### config.mk
export PLATFORM = sky130hd
export DESIGN_NAME = sidm_format
export DESIGN_NICKNAME = d
export VERILOG_FILES = /design/src/rtl/sidm_pkg.sv /design/src/rtl/sidm_format.sv
export SDC_FILE = /design/constraint.sdc
export NUM_CORES = 2
export LEC_CHECK = 0
export BUFFER_PORTS_ARGS = -buffer_cell sky130_fd_sc_hd__clkbuf_2
export CAP_MARGIN = 30
export CORE_ASPECT_RATIO = 0.9
export CORE_MARGIN = 2
export CORE_UTILIZATION = 55
export CTS_BUF_LIST = sky130_fd_sc_hd__clkbuf_8
export DETAILED_ROUTE_END_ITERATION = 8
export MAX_ROUTING_LAYER = met4
export PLACE_DENSITY = 0.77
export SLEW_MARGIN = 40
export SYNTH_ARGS = -nofsm -noshare
export SYNTH_HDL_FRONTEND = slang
export SYNTH_SLANG_ARGS = --single-unit
### constraint.sdc
create_clock -name hclk -period 19.2 [get_ports hclk]
set_clock_uncertainty 0.15 [all_clocks]
set_input_delay 0.96 -clock hclk [delete_from_list [all_inputs] [get_ports hclk]]
set_output_delay 0.96 -clock hclk [all_outputs]
set_load 0.005 [all_outputs]
### src/rtl/sidm_pkg.sv
// package for the sector interleave and defect map formatter
package sidm_pkg;
   // register byte offsets
   localparam logic [7:0] A_CTRL = 8'h00;
   localparam logic [7:0] A_FACT = 8'h04;
   localparam logic [7:0] A_GEOM = 8'h08;
   localparam logic [7:0] A_TRACK = 8'h0C;
   localparam logic [7:0] A_FLAW = 8'h10;
   localparam logic [7:0] A_TABLE = 8'h14;
   localparam logic [7:0] A_STAT = 8'h18;
   localparam logic [7:0] A_MAP = 8'h1C;
   localparam logic [7:0] A_LINK = 8'h20;
   localparam logic [7:0] A_ALT = 8'h24;
   localparam logic [7:0] A_DIR = 8'h28;
   // control bit positions
   localparam int unsigned B_START = 0;
   localparam int unsigned B_PACKET = 1;
   localparam int unsigned B_SPARE = 2;
   localparam int unsigned B_FMTEN = 3;
   localparam int unsigned B_RECCLR = 4;
   localparam int unsigned B_ALT = 5;
   // factor codes and id control codes
   localparam logic [7:0] F_SUPPRESS = 8'hF2;
   localparam logic [7:0] F_TABLE = 8'hF0;
   localparam logic [7:0] C_USER = 8'hFF;
   localparam logic [7:0] C_SPARE = 8'hFA;
   localparam logic [7:0] C_BAD = 8'hFB;
   localparam logic [7:0] B_FILL = 8'hFF;
   localparam logic [7:0] B_BADTRK = 8'hFE;
   localparam logic [7:0] CFG_LEVEL = 8'h01;
   // map record layout
   localparam logic [6:0] R_ENT_LO = 7'h10;
   localparam logic [6:0] R_ENT_HI = 7'h7B;
   localparam logic [6:0] R_CFG_HI = 7'h0F;
   localparam logic [6:0] ENT_BYTES = 7'h06;
   localparam logic [4:0] ENT_MAX = 5'h12;
   localparam logic [5:0] SPT_MAX = 6'h20;
   typedef enum logic [2:0] {
      ST_IDLE = 3'b000,
      ST_WTBL = 3'b001,
      ST_CLR = 3'b010,
      ST_MARK = 3'b011,
      ST_PROBE = 3'b100,
      ST_TBL = 3'b101,
      ST_DONE = 3'b110
   } sidm_state_t;
   // ahb-lite request and response
   typedef struct packed {
      logic hsel;
      logic [31:0] haddr;
      logic [1:0] htrans;
      logic hwrite;
      logic [2:0] hsize;
      logic hready;
      logic [31:0] hwdata;
   } sidm_ahb_req_t;
   typedef struct packed {
      logic hreadyout;
      logic hresp;
      logic [31:0] hrdata;
   } sidm_ahb_rsp_t;
   // whole state of the formatter
   typedef struct packed {
      sidm_state_t st;
      logic ap_valid, ap_write;
      logic [7:0] ap_addr;
      logic [31:0] hrdata;
      logic fmt_en, packet, spare_req, alt_area;
      logic [7:0] sect_f, head_f, cyl_f;
      logic [5:0] spt, spares;
      logic [11:0] cyl, prev_cyl;
      logic [3:0] head;
      logic [31:0] flaw;
      logic [5:0] tcnt;
      logic [31:0][7:0] table_b;
      logic [4:0] map_sel;
      logic [15:0] link, tab_addr, alt_base;
      logic [7:0] k;
      logic spare_on, whole, last_ok, trk_done, rec_full, dir_ok;
      logic [4:0] pos, last;
      logic [5:0] p, free, sp_left, users;
      logic [31:0] used;
      logic [31:0][7:0] code, phys;
      logic [4:0] ent_cnt;
      logic [17:0][23:0] ent;
      logic [15:0] dir_ch;
   } sidm_st_t;
endpackage : sidm_pkg

### src/rtl/sidm_format.sv
// sector interleave assignment and defect map record builder
//
// Behaviour
// - head or cylinder factor F2 suppresses that interleave.
// - a factor counts absolute positions between successive physical numbers.
// - fix sector zero, skip k positions, number next, until track full.
// - an already used target position moves on to the next free one.
// - sector factor F0 requests one table byte per sector from host.
// - table bytes number the absolute positions in the order sent.
// - head factor places sector zero after previous track's last used sector.
// - with or without sparing, head factor zero puts sector zero right after previous track's last used sector.
// - cylinder factor places sector zero when crossing to next cylinder.
// - factors cannot change outside format mode or while formatting.
// - register style command uses only the sector factor, no sparing.
// - factory flawed sectors are marked bad and given alternates; on alternate area tracks they are only marked bad.
// - first map record sits on first flaw free alternate area track.
// - map records are 128 bytes with next link in bytes 1 and 2.
// - last record of the chain carries a zero link.
// - record holds level, factor, table address, entries, FF fill.
`timescale 1ns/1ps
`default_nettype none
module sidm_format (
   // clock and reset
   input wire logic hclk,
   input wire logic hresetn,
   // ahb-lite slave
   input wire sidm_pkg::sidm_ahb_req_t ahb_req,
   output sidm_pkg::sidm_ahb_rsp_t ahb_rsp
);
   sidm_pkg::sidm_st_t r, n;
   logic [31:0] rd_val;
   logic [4:0] base;
   logic [7:0] fsel;
   logic start_assign;
   logic take;

   ////////////////////////////////////////////////////////////////////////
   // helpers
   function automatic logic [4:0] wrap(input logic [9:0] v, input logic [5:0] m);
      wrap = 5'(v % {4'h0, m});
   endfunction : wrap

   // one byte of the map record
   function automatic logic [7:0] rec_byte(input logic [6:0] b);
      logic [6:0] o;
      logic [4:0] e;
      logic [2:0] f;
      logic [23:0] d;
      o = b - sidm_pkg::R_ENT_LO;
      e = 5'(o / sidm_pkg::ENT_BYTES);
      f = 3'(o % sidm_pkg::ENT_BYTES);
      d = r.ent[e];
      rec_byte = 8'h00;
      if (b == 7'h00) begin
         rec_byte = sidm_pkg::CFG_LEVEL;
      end else if (b == 7'h01) begin
         rec_byte = r.link[7:0];
      end else if (b == 7'h02) begin
         rec_byte = r.link[15:8];
      end else if (b == 7'h03) begin
         rec_byte = r.sect_f;
      end else if (b == 7'h04) begin
         rec_byte = r.tab_addr[7:0];
      end else if (b == 7'h05) begin
         rec_byte = r.tab_addr[15:8];
      end else if (b <= sidm_pkg::R_CFG_HI) begin
         rec_byte = 8'h00;
      end else if (b <= sidm_pkg::R_ENT_HI && e < r.ent_cnt) begin
         case (f)
            3'h0: rec_byte = d[23:16];
            3'h1: rec_byte = d[15:8];
            3'h2: rec_byte = d[7:0];
            3'h3: rec_byte = r.alt_base[7:0];
            3'h4: rec_byte = r.alt_base[15:8];
            default: rec_byte = {3'h0, e};
         endcase
      end else begin
         rec_byte = sidm_pkg::B_FILL;
      end
   endfunction : rec_byte

   ////////////////////////////////////////////////////////////////////////
   // register read mux, sampled in the address phase
   always_comb begin
      rd_val = 32'h0000_0000;
      if (ahb_req.haddr[7]) begin
         rd_val = {rec_byte({ahb_req.haddr[6:2], 2'h3}), rec_byte({ahb_req.haddr[6:2], 2'h2}),
                   rec_byte({ahb_req.haddr[6:2], 2'h1}), rec_byte({ahb_req.haddr[6:2], 2'h0})};
      end else begin
         case ({ahb_req.haddr[7:2], 2'h0})
            sidm_pkg::A_CTRL: rd_val = {26'h0, r.alt_area, 1'b0, r.fmt_en, r.spare_req,
                                        r.packet, 1'b0};
            sidm_pkg::A_FACT: rd_val = {8'h00, r.cyl_f, r.head_f, r.sect_f};
            sidm_pkg::A_GEOM: rd_val = {18'h0, r.spares, 2'h0, r.spt};
            sidm_pkg::A_TRACK: rd_val = {16'h0, r.head, r.cyl};
            sidm_pkg::A_FLAW: rd_val = r.flaw;
            sidm_pkg::A_STAT: rd_val = {16'h0, r.tcnt, r.ent_cnt, r.rec_full, r.dir_ok,
                                        r.trk_done, r.st == sidm_pkg::ST_WTBL,
                                        r.st != sidm_pkg::ST_IDLE};
            sidm_pkg::A_MAP: rd_val = {8'h00, r.code[r.map_sel], r.phys[r.map_sel], 3'h0,
                                       r.map_sel};
            sidm_pkg::A_LINK: rd_val = {r.tab_addr, r.link};
            sidm_pkg::A_ALT: rd_val = {16'h0, r.alt_base};
            sidm_pkg::A_DIR: rd_val = {15'h0, r.dir_ok, r.dir_ch};
            default: rd_val = 32'h0000_0000;
         endcase
      end
   end

   ////////////////////////////////////////////////////////////////////////
   // placement of sector zero from the previous track
   always_comb begin
      fsel = (r.cyl != r.prev_cyl) ? r.cyl_f : r.head_f;
      base = 5'h00;
      if (r.packet && r.last_ok && fsel != sidm_pkg::F_SUPPRESS) begin
         base = wrap(10'({5'h00, r.last} + 10'h001 + {2'h0, fsel}), r.spt);
      end
      start_assign = r.st == sidm_pkg::ST_MARK && {1'b0, r.pos} == r.spt - 6'h01
                     && r.k != sidm_pkg::F_TABLE;
   end

   ////////////////////////////////////////////////////////////////////////
   // next state: bus slave and formatter sequence
   always_comb begin
      logic [5:0] fr;
      logic [5:0] rsv;
      logic [31:0] mask;
      logic add;
      logic [7:0] add_sec;
      n = r;
      fr = r.free;
      rsv = 6'h00;
      add = 1'b0;
      add_sec = 8'h00;
      mask = (r.spt >= sidm_pkg::SPT_MAX) ? 32'hFFFF_FFFF : 32'((33'h1 << r.spt) - 33'h1);
      take = ahb_req.hsel && ahb_req.htrans[1] && ahb_req.hready;
      n.ap_valid = take;
      if (take) begin
         n.ap_write = ahb_req.hwrite;
         n.ap_addr = {ahb_req.haddr[7:2], 2'h0};
         if (!ahb_req.hwrite) begin
            n.hrdata = rd_val;
         end
      end
      // data phase writes
      if (r.ap_valid && r.ap_write) begin
         case (r.ap_addr)
            sidm_pkg::A_CTRL: begin
               if (r.st == sidm_pkg::ST_IDLE) begin
                  n.packet = ahb_req.hwdata[sidm_pkg::B_PACKET];
                  n.spare_req = ahb_req.hwdata[sidm_pkg::B_SPARE];
                  n.fmt_en = ahb_req.hwdata[sidm_pkg::B_FMTEN];
                  n.alt_area = ahb_req.hwdata[sidm_pkg::B_ALT];
                  if (ahb_req.hwdata[sidm_pkg::B_RECCLR]) begin
                     n.ent_cnt = 5'h00;
                     n.rec_full = 1'b0;
                  end
                  if (ahb_req.hwdata[sidm_pkg::B_START] && ahb_req.hwdata[sidm_pkg::B_FMTEN]
                      && r.spt != 6'h00 && r.spt <= sidm_pkg::SPT_MAX) begin
                     n.k = r.sect_f;
                     n.spare_on = ahb_req.hwdata[sidm_pkg::B_PACKET]
                                  && ahb_req.hwdata[sidm_pkg::B_SPARE];
                     n.tcnt = 6'h00;
                     n.trk_done = 1'b0;
                     n.st = (r.sect_f == sidm_pkg::F_TABLE) ? sidm_pkg::ST_WTBL
                            : sidm_pkg::ST_CLR;
                  end
               end
            end
            sidm_pkg::A_FACT: begin
               if (r.fmt_en && r.st == sidm_pkg::ST_IDLE) begin
                  n.sect_f = ahb_req.hwdata[7:0];
                  n.head_f = ahb_req.hwdata[15:8];
                  n.cyl_f = ahb_req.hwdata[23:16];
               end
            end
            sidm_pkg::A_GEOM: begin
               if (r.st == sidm_pkg::ST_IDLE) begin
                  n.spt = ahb_req.hwdata[5:0];
                  n.spares = ahb_req.hwdata[13:8];
               end
            end
            sidm_pkg::A_TRACK: begin
               if (r.st == sidm_pkg::ST_IDLE) begin
                  n.cyl = ahb_req.hwdata[11:0];
                  n.head = ahb_req.hwdata[15:12];
               end
            end
            sidm_pkg::A_FLAW: begin
               if (r.st == sidm_pkg::ST_IDLE) begin
                  n.flaw = ahb_req.hwdata;
               end
            end
            sidm_pkg::A_TABLE: begin
               if (r.st == sidm_pkg::ST_WTBL && r.tcnt < r.spt) begin
                  n.table_b[r.tcnt[4:0]] = ahb_req.hwdata[7:0];
                  n.tcnt = r.tcnt + 6'h01;
               end
            end
            sidm_pkg::A_MAP: n.map_sel = ahb_req.hwdata[4:0];
            sidm_pkg::A_LINK: begin
               n.link = ahb_req.hwdata[15:0];
               n.tab_addr = ahb_req.hwdata[31:16];
            end
            sidm_pkg::A_ALT: n.alt_base = ahb_req.hwdata[15:0];
            default: ;
         endcase
      end
      // formatter sequence
      case (r.st)
         sidm_pkg::ST_IDLE: ;
         sidm_pkg::ST_WTBL: begin
            if (r.tcnt == r.spt) begin
               n.st = sidm_pkg::ST_CLR;
            end
         end
         sidm_pkg::ST_CLR: begin
            n.used = 32'h0000_0000;
            n.code = {32{sidm_pkg::C_SPARE}};
            n.phys = {32{8'hFF}};
            n.pos = 5'h00;
            n.free = r.spt;
            n.sp_left = r.spare_on ? r.spares : 6'h00;
            n.whole = (r.flaw & mask) == mask;
            if ((r.flaw & mask) == mask && !r.alt_area) begin
               add = 1'b1;
               add_sec = sidm_pkg::B_BADTRK;
            end
            n.st = sidm_pkg::ST_MARK;
         end
         sidm_pkg::ST_MARK: begin
            if (r.flaw[r.pos]) begin
               n.used[r.pos] = 1'b1;
               n.code[r.pos] = sidm_pkg::C_BAD;
               fr = r.free - 6'h01;
               if (!r.alt_area && !r.whole) begin
                  if (r.sp_left != 6'h00) begin
                     n.sp_left = r.sp_left - 6'h01;
                  end else begin
                     add = 1'b1;
                     add_sec = {3'h0, r.pos};
                  end
               end
            end
            n.free = fr;
            n.pos = r.pos + 5'h01;
            if ({1'b0, r.pos} == r.spt - 6'h01) begin
               rsv = r.spare_on ? r.spares : 6'h00;
               n.users = (rsv >= r.spt) ? 6'h00 : r.spt - rsv;
               if (fr < n.users) begin
                  n.users = fr;
               end
               n.p = 6'h00;
               if (r.k == sidm_pkg::F_TABLE) begin
                  n.pos = 5'h00;
                  n.st = sidm_pkg::ST_TBL;
               end else begin
                  n.pos = base;
                  n.st = (n.users == 6'h00) ? sidm_pkg::ST_DONE : sidm_pkg::ST_PROBE;
               end
            end
         end
         sidm_pkg::ST_PROBE: begin
            if (r.used[r.pos]) begin
               n.pos = wrap(10'({5'h00, r.pos} + 10'h001), r.spt);
            end else begin
               n.used[r.pos] = 1'b1;
               n.code[r.pos] = sidm_pkg::C_USER;
               n.phys[r.pos] = {2'h0, r.p};
               n.last = r.pos;
               n.last_ok = 1'b1;
               n.p = r.p + 6'h01;
               n.pos = wrap(10'({5'h00, r.pos} + {2'h0, r.k} + 10'h001), r.spt);
               if (r.p + 6'h01 == r.users) begin
                  n.st = sidm_pkg::ST_DONE;
               end
            end
         end
         sidm_pkg::ST_TBL: begin
            if (!r.used[r.pos]) begin
               n.used[r.pos] = 1'b1;
               n.code[r.pos] = sidm_pkg::C_USER;
               n.phys[r.pos] = r.table_b[r.pos];
               n.last = r.pos;
               n.last_ok = 1'b1;
            end
            n.pos = r.pos + 5'h01;
            if ({1'b0, r.pos} == r.spt - 6'h01) begin
               n.st = sidm_pkg::ST_DONE;
            end
         end
         sidm_pkg::ST_DONE: begin
            n.prev_cyl = r.cyl;
            n.trk_done = 1'b1;
            if (r.alt_area && r.flaw == 32'h0000_0000 && !r.dir_ok) begin
               n.dir_ok = 1'b1;
               n.dir_ch = {r.head, r.cyl};
            end
            n.st = sidm_pkg::ST_IDLE;
         end
         default: n.st = sidm_pkg::ST_IDLE;
      endcase
      // append one map entry, record full stops further entries
      if (add && !r.rec_full) begin
         n.ent[r.ent_cnt] = {r.cyl[7:0], r.head, r.cyl[11:8], add_sec};
         n.ent_cnt = r.ent_cnt + 5'h01;
         n.rec_full = (r.ent_cnt + 5'h01) == sidm_pkg::ENT_MAX;
      end
   end

   ////////////////////////////////////////////////////////////////////////
   // state register
   always_ff @(posedge hclk or negedge hresetn) begin
      if (!hresetn) begin
         r <= '0;
      end else begin
         r <= n;
      end
   end

   // bus response
   assign ahb_rsp.hreadyout = 1'b1;
   assign ahb_rsp.hresp = 1'b0;
   assign ahb_rsp.hrdata = r.hrdata;
endmodule : sidm_format
`default_nettype wire

==> implementation parameters <==
Parameter                              Value

Critical path
  CP max stage delay ... 0.65 ns
  Top fanout value on the critical path ... 15
  Critical path class ... reg2reg
  Crit end category ... register
  Library cell appearing most often on the critical path ... sky130_fd_sc_hd__o21a_1
  Element type at the critical path start ... register
  Family with the most delay on the worst path ... compound AO/OA/AOI/OAI gates
  Buffering stage count on the worst path with inverters included ... 1
  Data required, critical path ... 19.90 ns
  Master of the slowest instance on the critical path ... sky130_fd_sc_hd__or4b_2
  Arrival time of data at the critical path endpoint ... 18.84 ns

STA
  Number of endpoints with negative hold slack in the final report ... 0
  Transition time of the tightest slew-check pin ... 0.9936 ns
  Maximum operating frequency ... 55.13 MHz
  Setup repair after global routing missed its margin ... false
  Worst hold margin ... 0.05976 ns
  Number of failing setup endpoints in the final timing report ... 0
  Max transition margin ... 33.51%
  Slew Limit Fails ... 0
  Setup TNS ... 0 ns
  Fin crit period ... 18.14 ns
  Final worst-path cycle share ... 94.48%

Finish
  Final non-filler cell area ... 86410 sq um
  Filler cell count in the final layout ... 11.12k
  Number of nets in the layout ... 7555
  Area taken by flip-flops and latches ... 36740 sq um
  Area overhead of the layout relative to synthesis ... 9.335%
  Ratio of cells with drive above 1 in the final layout ... 25.65%
  Area of the multi-input gates ... 40060 sq um

Floorplanning
  Effective utilization at floorplan ... 55.61%
  Number of standard-cell rows in the floorplan ... 131
  Number of primary I/O pins ... 108
  Die span in y ... 363.6 um
  Area of the die ... 146700 sq um
  Placeable Area ... 142100 sq um
  Die width ... 403.6 um

Clock network
  Clock sink count ... 1467
  Number of clock buffers inserted by TritonCTS ... 231
  Clock tree from TritonCTS ... yes
  Insertion delay of the later-clocked pin in the worst-skew pair ... 1.00 ns
  CTS max path bufs ... 3
  Cell at the root of the clock tree ... sky130_fd_sc_hd__clkbuf_8
  Clock-pin slew on the worst setup and hold paths ... 0.06 ns
  Number of H-tree branching levels ... 4

Global routing
  Via count of the first global-routing pass ... 62.06k
  Combined global-route utilization of all metal layers ... 34.99%
  Antenna violations before repair ... 11
  Global-route wire length before repair ... 382.7 mm
  Grt total ovfl ... 0
  Maximum number of pins on one net before global-route repair ... 108

Synthesis
  Commonest cells in the netlist ... 1467 x sky130_fd_sc_hd__dfrtp_1, 902 x sky130_fd_sc_hd__nand2_1, 676 x sky130_fd_sc_hd__mux2_2
  Proportion of netlist area held by the largest area contributor ... 46.45%
  EDFF count, synth ... 0
  Cell area after synthesis ... 79030 sq um
  Library cell with the highest instance count after synthesis ... sky130_fd_sc_hd__dfrtp_1
  Proportion of synthesized flip-flops having asynchronous set or reset ... 100.0%
  Leading area contributor after synthesis ... sky130_fd_sc_hd__dfrtp_1
  Synth cell types ... 116
  Cells after synthesis ... 7370
  Mean Syn Cell Area ... 10.72 sq um
  Synth top area cells ... sky130_fd_sc_hd__dfrtp_1 46%, sky130_fd_sc_hd__mux2_2 9.6%, sky130_fd_sc_hd__mux4_2 7.6%
  Total number of yosys warnings ... 0
  Sequential element share of the synthesized area ... 46.45%
  Top flip-flop cell by instance count after synthesis ... sky130_fd_sc_hd__dfrtp_1
  Synth Net Count ... 7611
  Seq cells post-synth ... 1467

Power and ir drop
  Power per unit of standard cell area ... 84.03 nW/um^2
  Largest voltage drop on the vdd net ... 0.05573 mV
  Leakage power ... 0.03859 uW

Route
  WL final ... 252.8 mm
  Via/cell ratio ... 6.837
  Final ANT Viol Nets ... 0
  Average wire length per cell after detail routing ... 26.96 um
  Remaining design rule violation count ... 6
  Detailed-routing iteration count for the pre-antenna-repair pass ... 9
  Via total after detailed routing ... 64.09k
  Count of routing violations after the opening detailed-route iteration ... 9290

Place
  Global placer's final weighted congestion ... 1.014
  Number of buffers added on ports ... 75
  HPWL after DPL ... 166.7 mm
  Area of placed instances ... 81110 sq um

Run
  Maximum Capacitance Violations ... 0

Hold path
  Min-delay worst type ... in2reg

Outcome
  Status ... finished, violations left
  Violations in the final reports ... design-rule violations
logic make-up after synthesis:
group / synth area share, %
buf+inv: 3.423
other cells: 0.009503
compound gates: 12.95
simple gates: 13.97
flops: 46.45
fa+ha+maj: 2.704
mux: 19.40
xor+xnor: 1.094
cell usage in the layout, fill, tap and decap left out, types with 44 or more instances in the layout:
cell type / n
sky130_fd_sc_hd__ha_1: 161
sky130_fd_sc_hd__mux2_2: 676
sky130_fd_sc_hd__nand3_1: 269
sky130_fd_sc_hd__mux2_4: 72
sky130_fd_sc_hd__a311oi_1: 55
sky130_fd_sc_hd__o21ai_0: 398
sky130_fd_sc_hd__clkbuf_2: 69
sky130_fd_sc_hd__xnor2_1: 54
sky130_fd_sc_hd__o22a_1: 89
sky130_fd_sc_hd__nor2_1: 468
sky130_fd_sc_hd__and3_1: 68
sky130_fd_sc_hd__o21a_1: 44
sky130_fd_sc_hd__nand2b_1: 71
sky130_fd_sc_hd__mux2i_1: 60
sky130_fd_sc_hd__buf_4: 135
sky130_fd_sc_hd__a221oi_1: 57
sky130_fd_sc_hd__nand2_1: 897
sky130_fd_sc_hd__inv_1: 180
sky130_fd_sc_hd__mux4_2: 265
sky130_fd_sc_hd__clkbuf_8: 294
sky130_fd_sc_hd__nor3_1: 109
sky130_fd_sc_hd__a31oi_1: 83
sky130_fd_sc_hd__or2_2: 167
sky130_fd_sc_hd__a21oi_1: 424
sky130_fd_sc_hd__dfrtp_1: 1457
through the flow:
step                setup slack, ns  total power (uW)  utilization [%]  instances
global placement             0.7188              4426            56.85       8923
floorplan                     2.626              4060                -       7370
CTS                          0.2447              7228            60.51       9348
finish                        1.060              7261            60.80       9374
detailed placement           0.4041              4476            57.07       8930
global route                0.03021              7495            60.80       9372
area by class of cell:
| class | instances | area share [%] |
|---|---|---|
| tap | 1862 | 2.696 |
| clock buffer | 292 | 4.651 |
| timing repair buffer | 240 | 2.250 |
| multi-input combinational | 5261 | 46.37 |
| clock inverter | 125 | 0.9876 |
| sequential | 1467 | 42.51 |
| inverter | 113 | 0.4938 |
| antenna | 14 | 0.04055 |
routing by layer:
| metal | global-route usage [%] | up-vias | wire (um) |
|---|---|---|---|
| li1 | - | 26860 | - |
| met1 | 47.28 | 32130 | 98540 |
| met2 | 48.89 | 4297 | 108600 |
| met3 | 10.66 | 810 | 33730 |
| met4 | 15.17 | 0 | 11880 |
| met5 | - | - | 0 |
path summary, 6_finish.rpt:
path | from | to | slack (ns) | depth (start not counted)
max | r[1026] | r[1028] | 1.06 | 69
min | ahb_req[28] | r[1388] | 0.06 | 2
max reg2reg | r[1026] | r[1028] | 1.06 | 69
min reg2reg | r[770] | r[770] | 0.31 | 1
max in group asynchronous | hresetn | r[869] | 14.94 | 9
min in group asynchronous | hresetn | asynchronous set/reset pin | 0.30 | 2
repair_timing:
| action | 4_1_cts | 5_1_grt |
|---|---|---|
| endpoints found under the setup margin | 0 | 5 |
| setup buffers | 0 | 7 |
| hold buffers | 1 | 0 |
| resized for setup | 0 | 21 |
| endpoints found under the hold margin | 53 | 0 |
where the power goes:
part           switching [uW]  leakage [uW]  internal [uW]
clock                    1320       0.00280           1470
combinational             722        0.0166            346
sequential                160        0.0192           3250
total                    2200        0.0386           5060
Note: power is estimated with default switching activity, not from simulation.
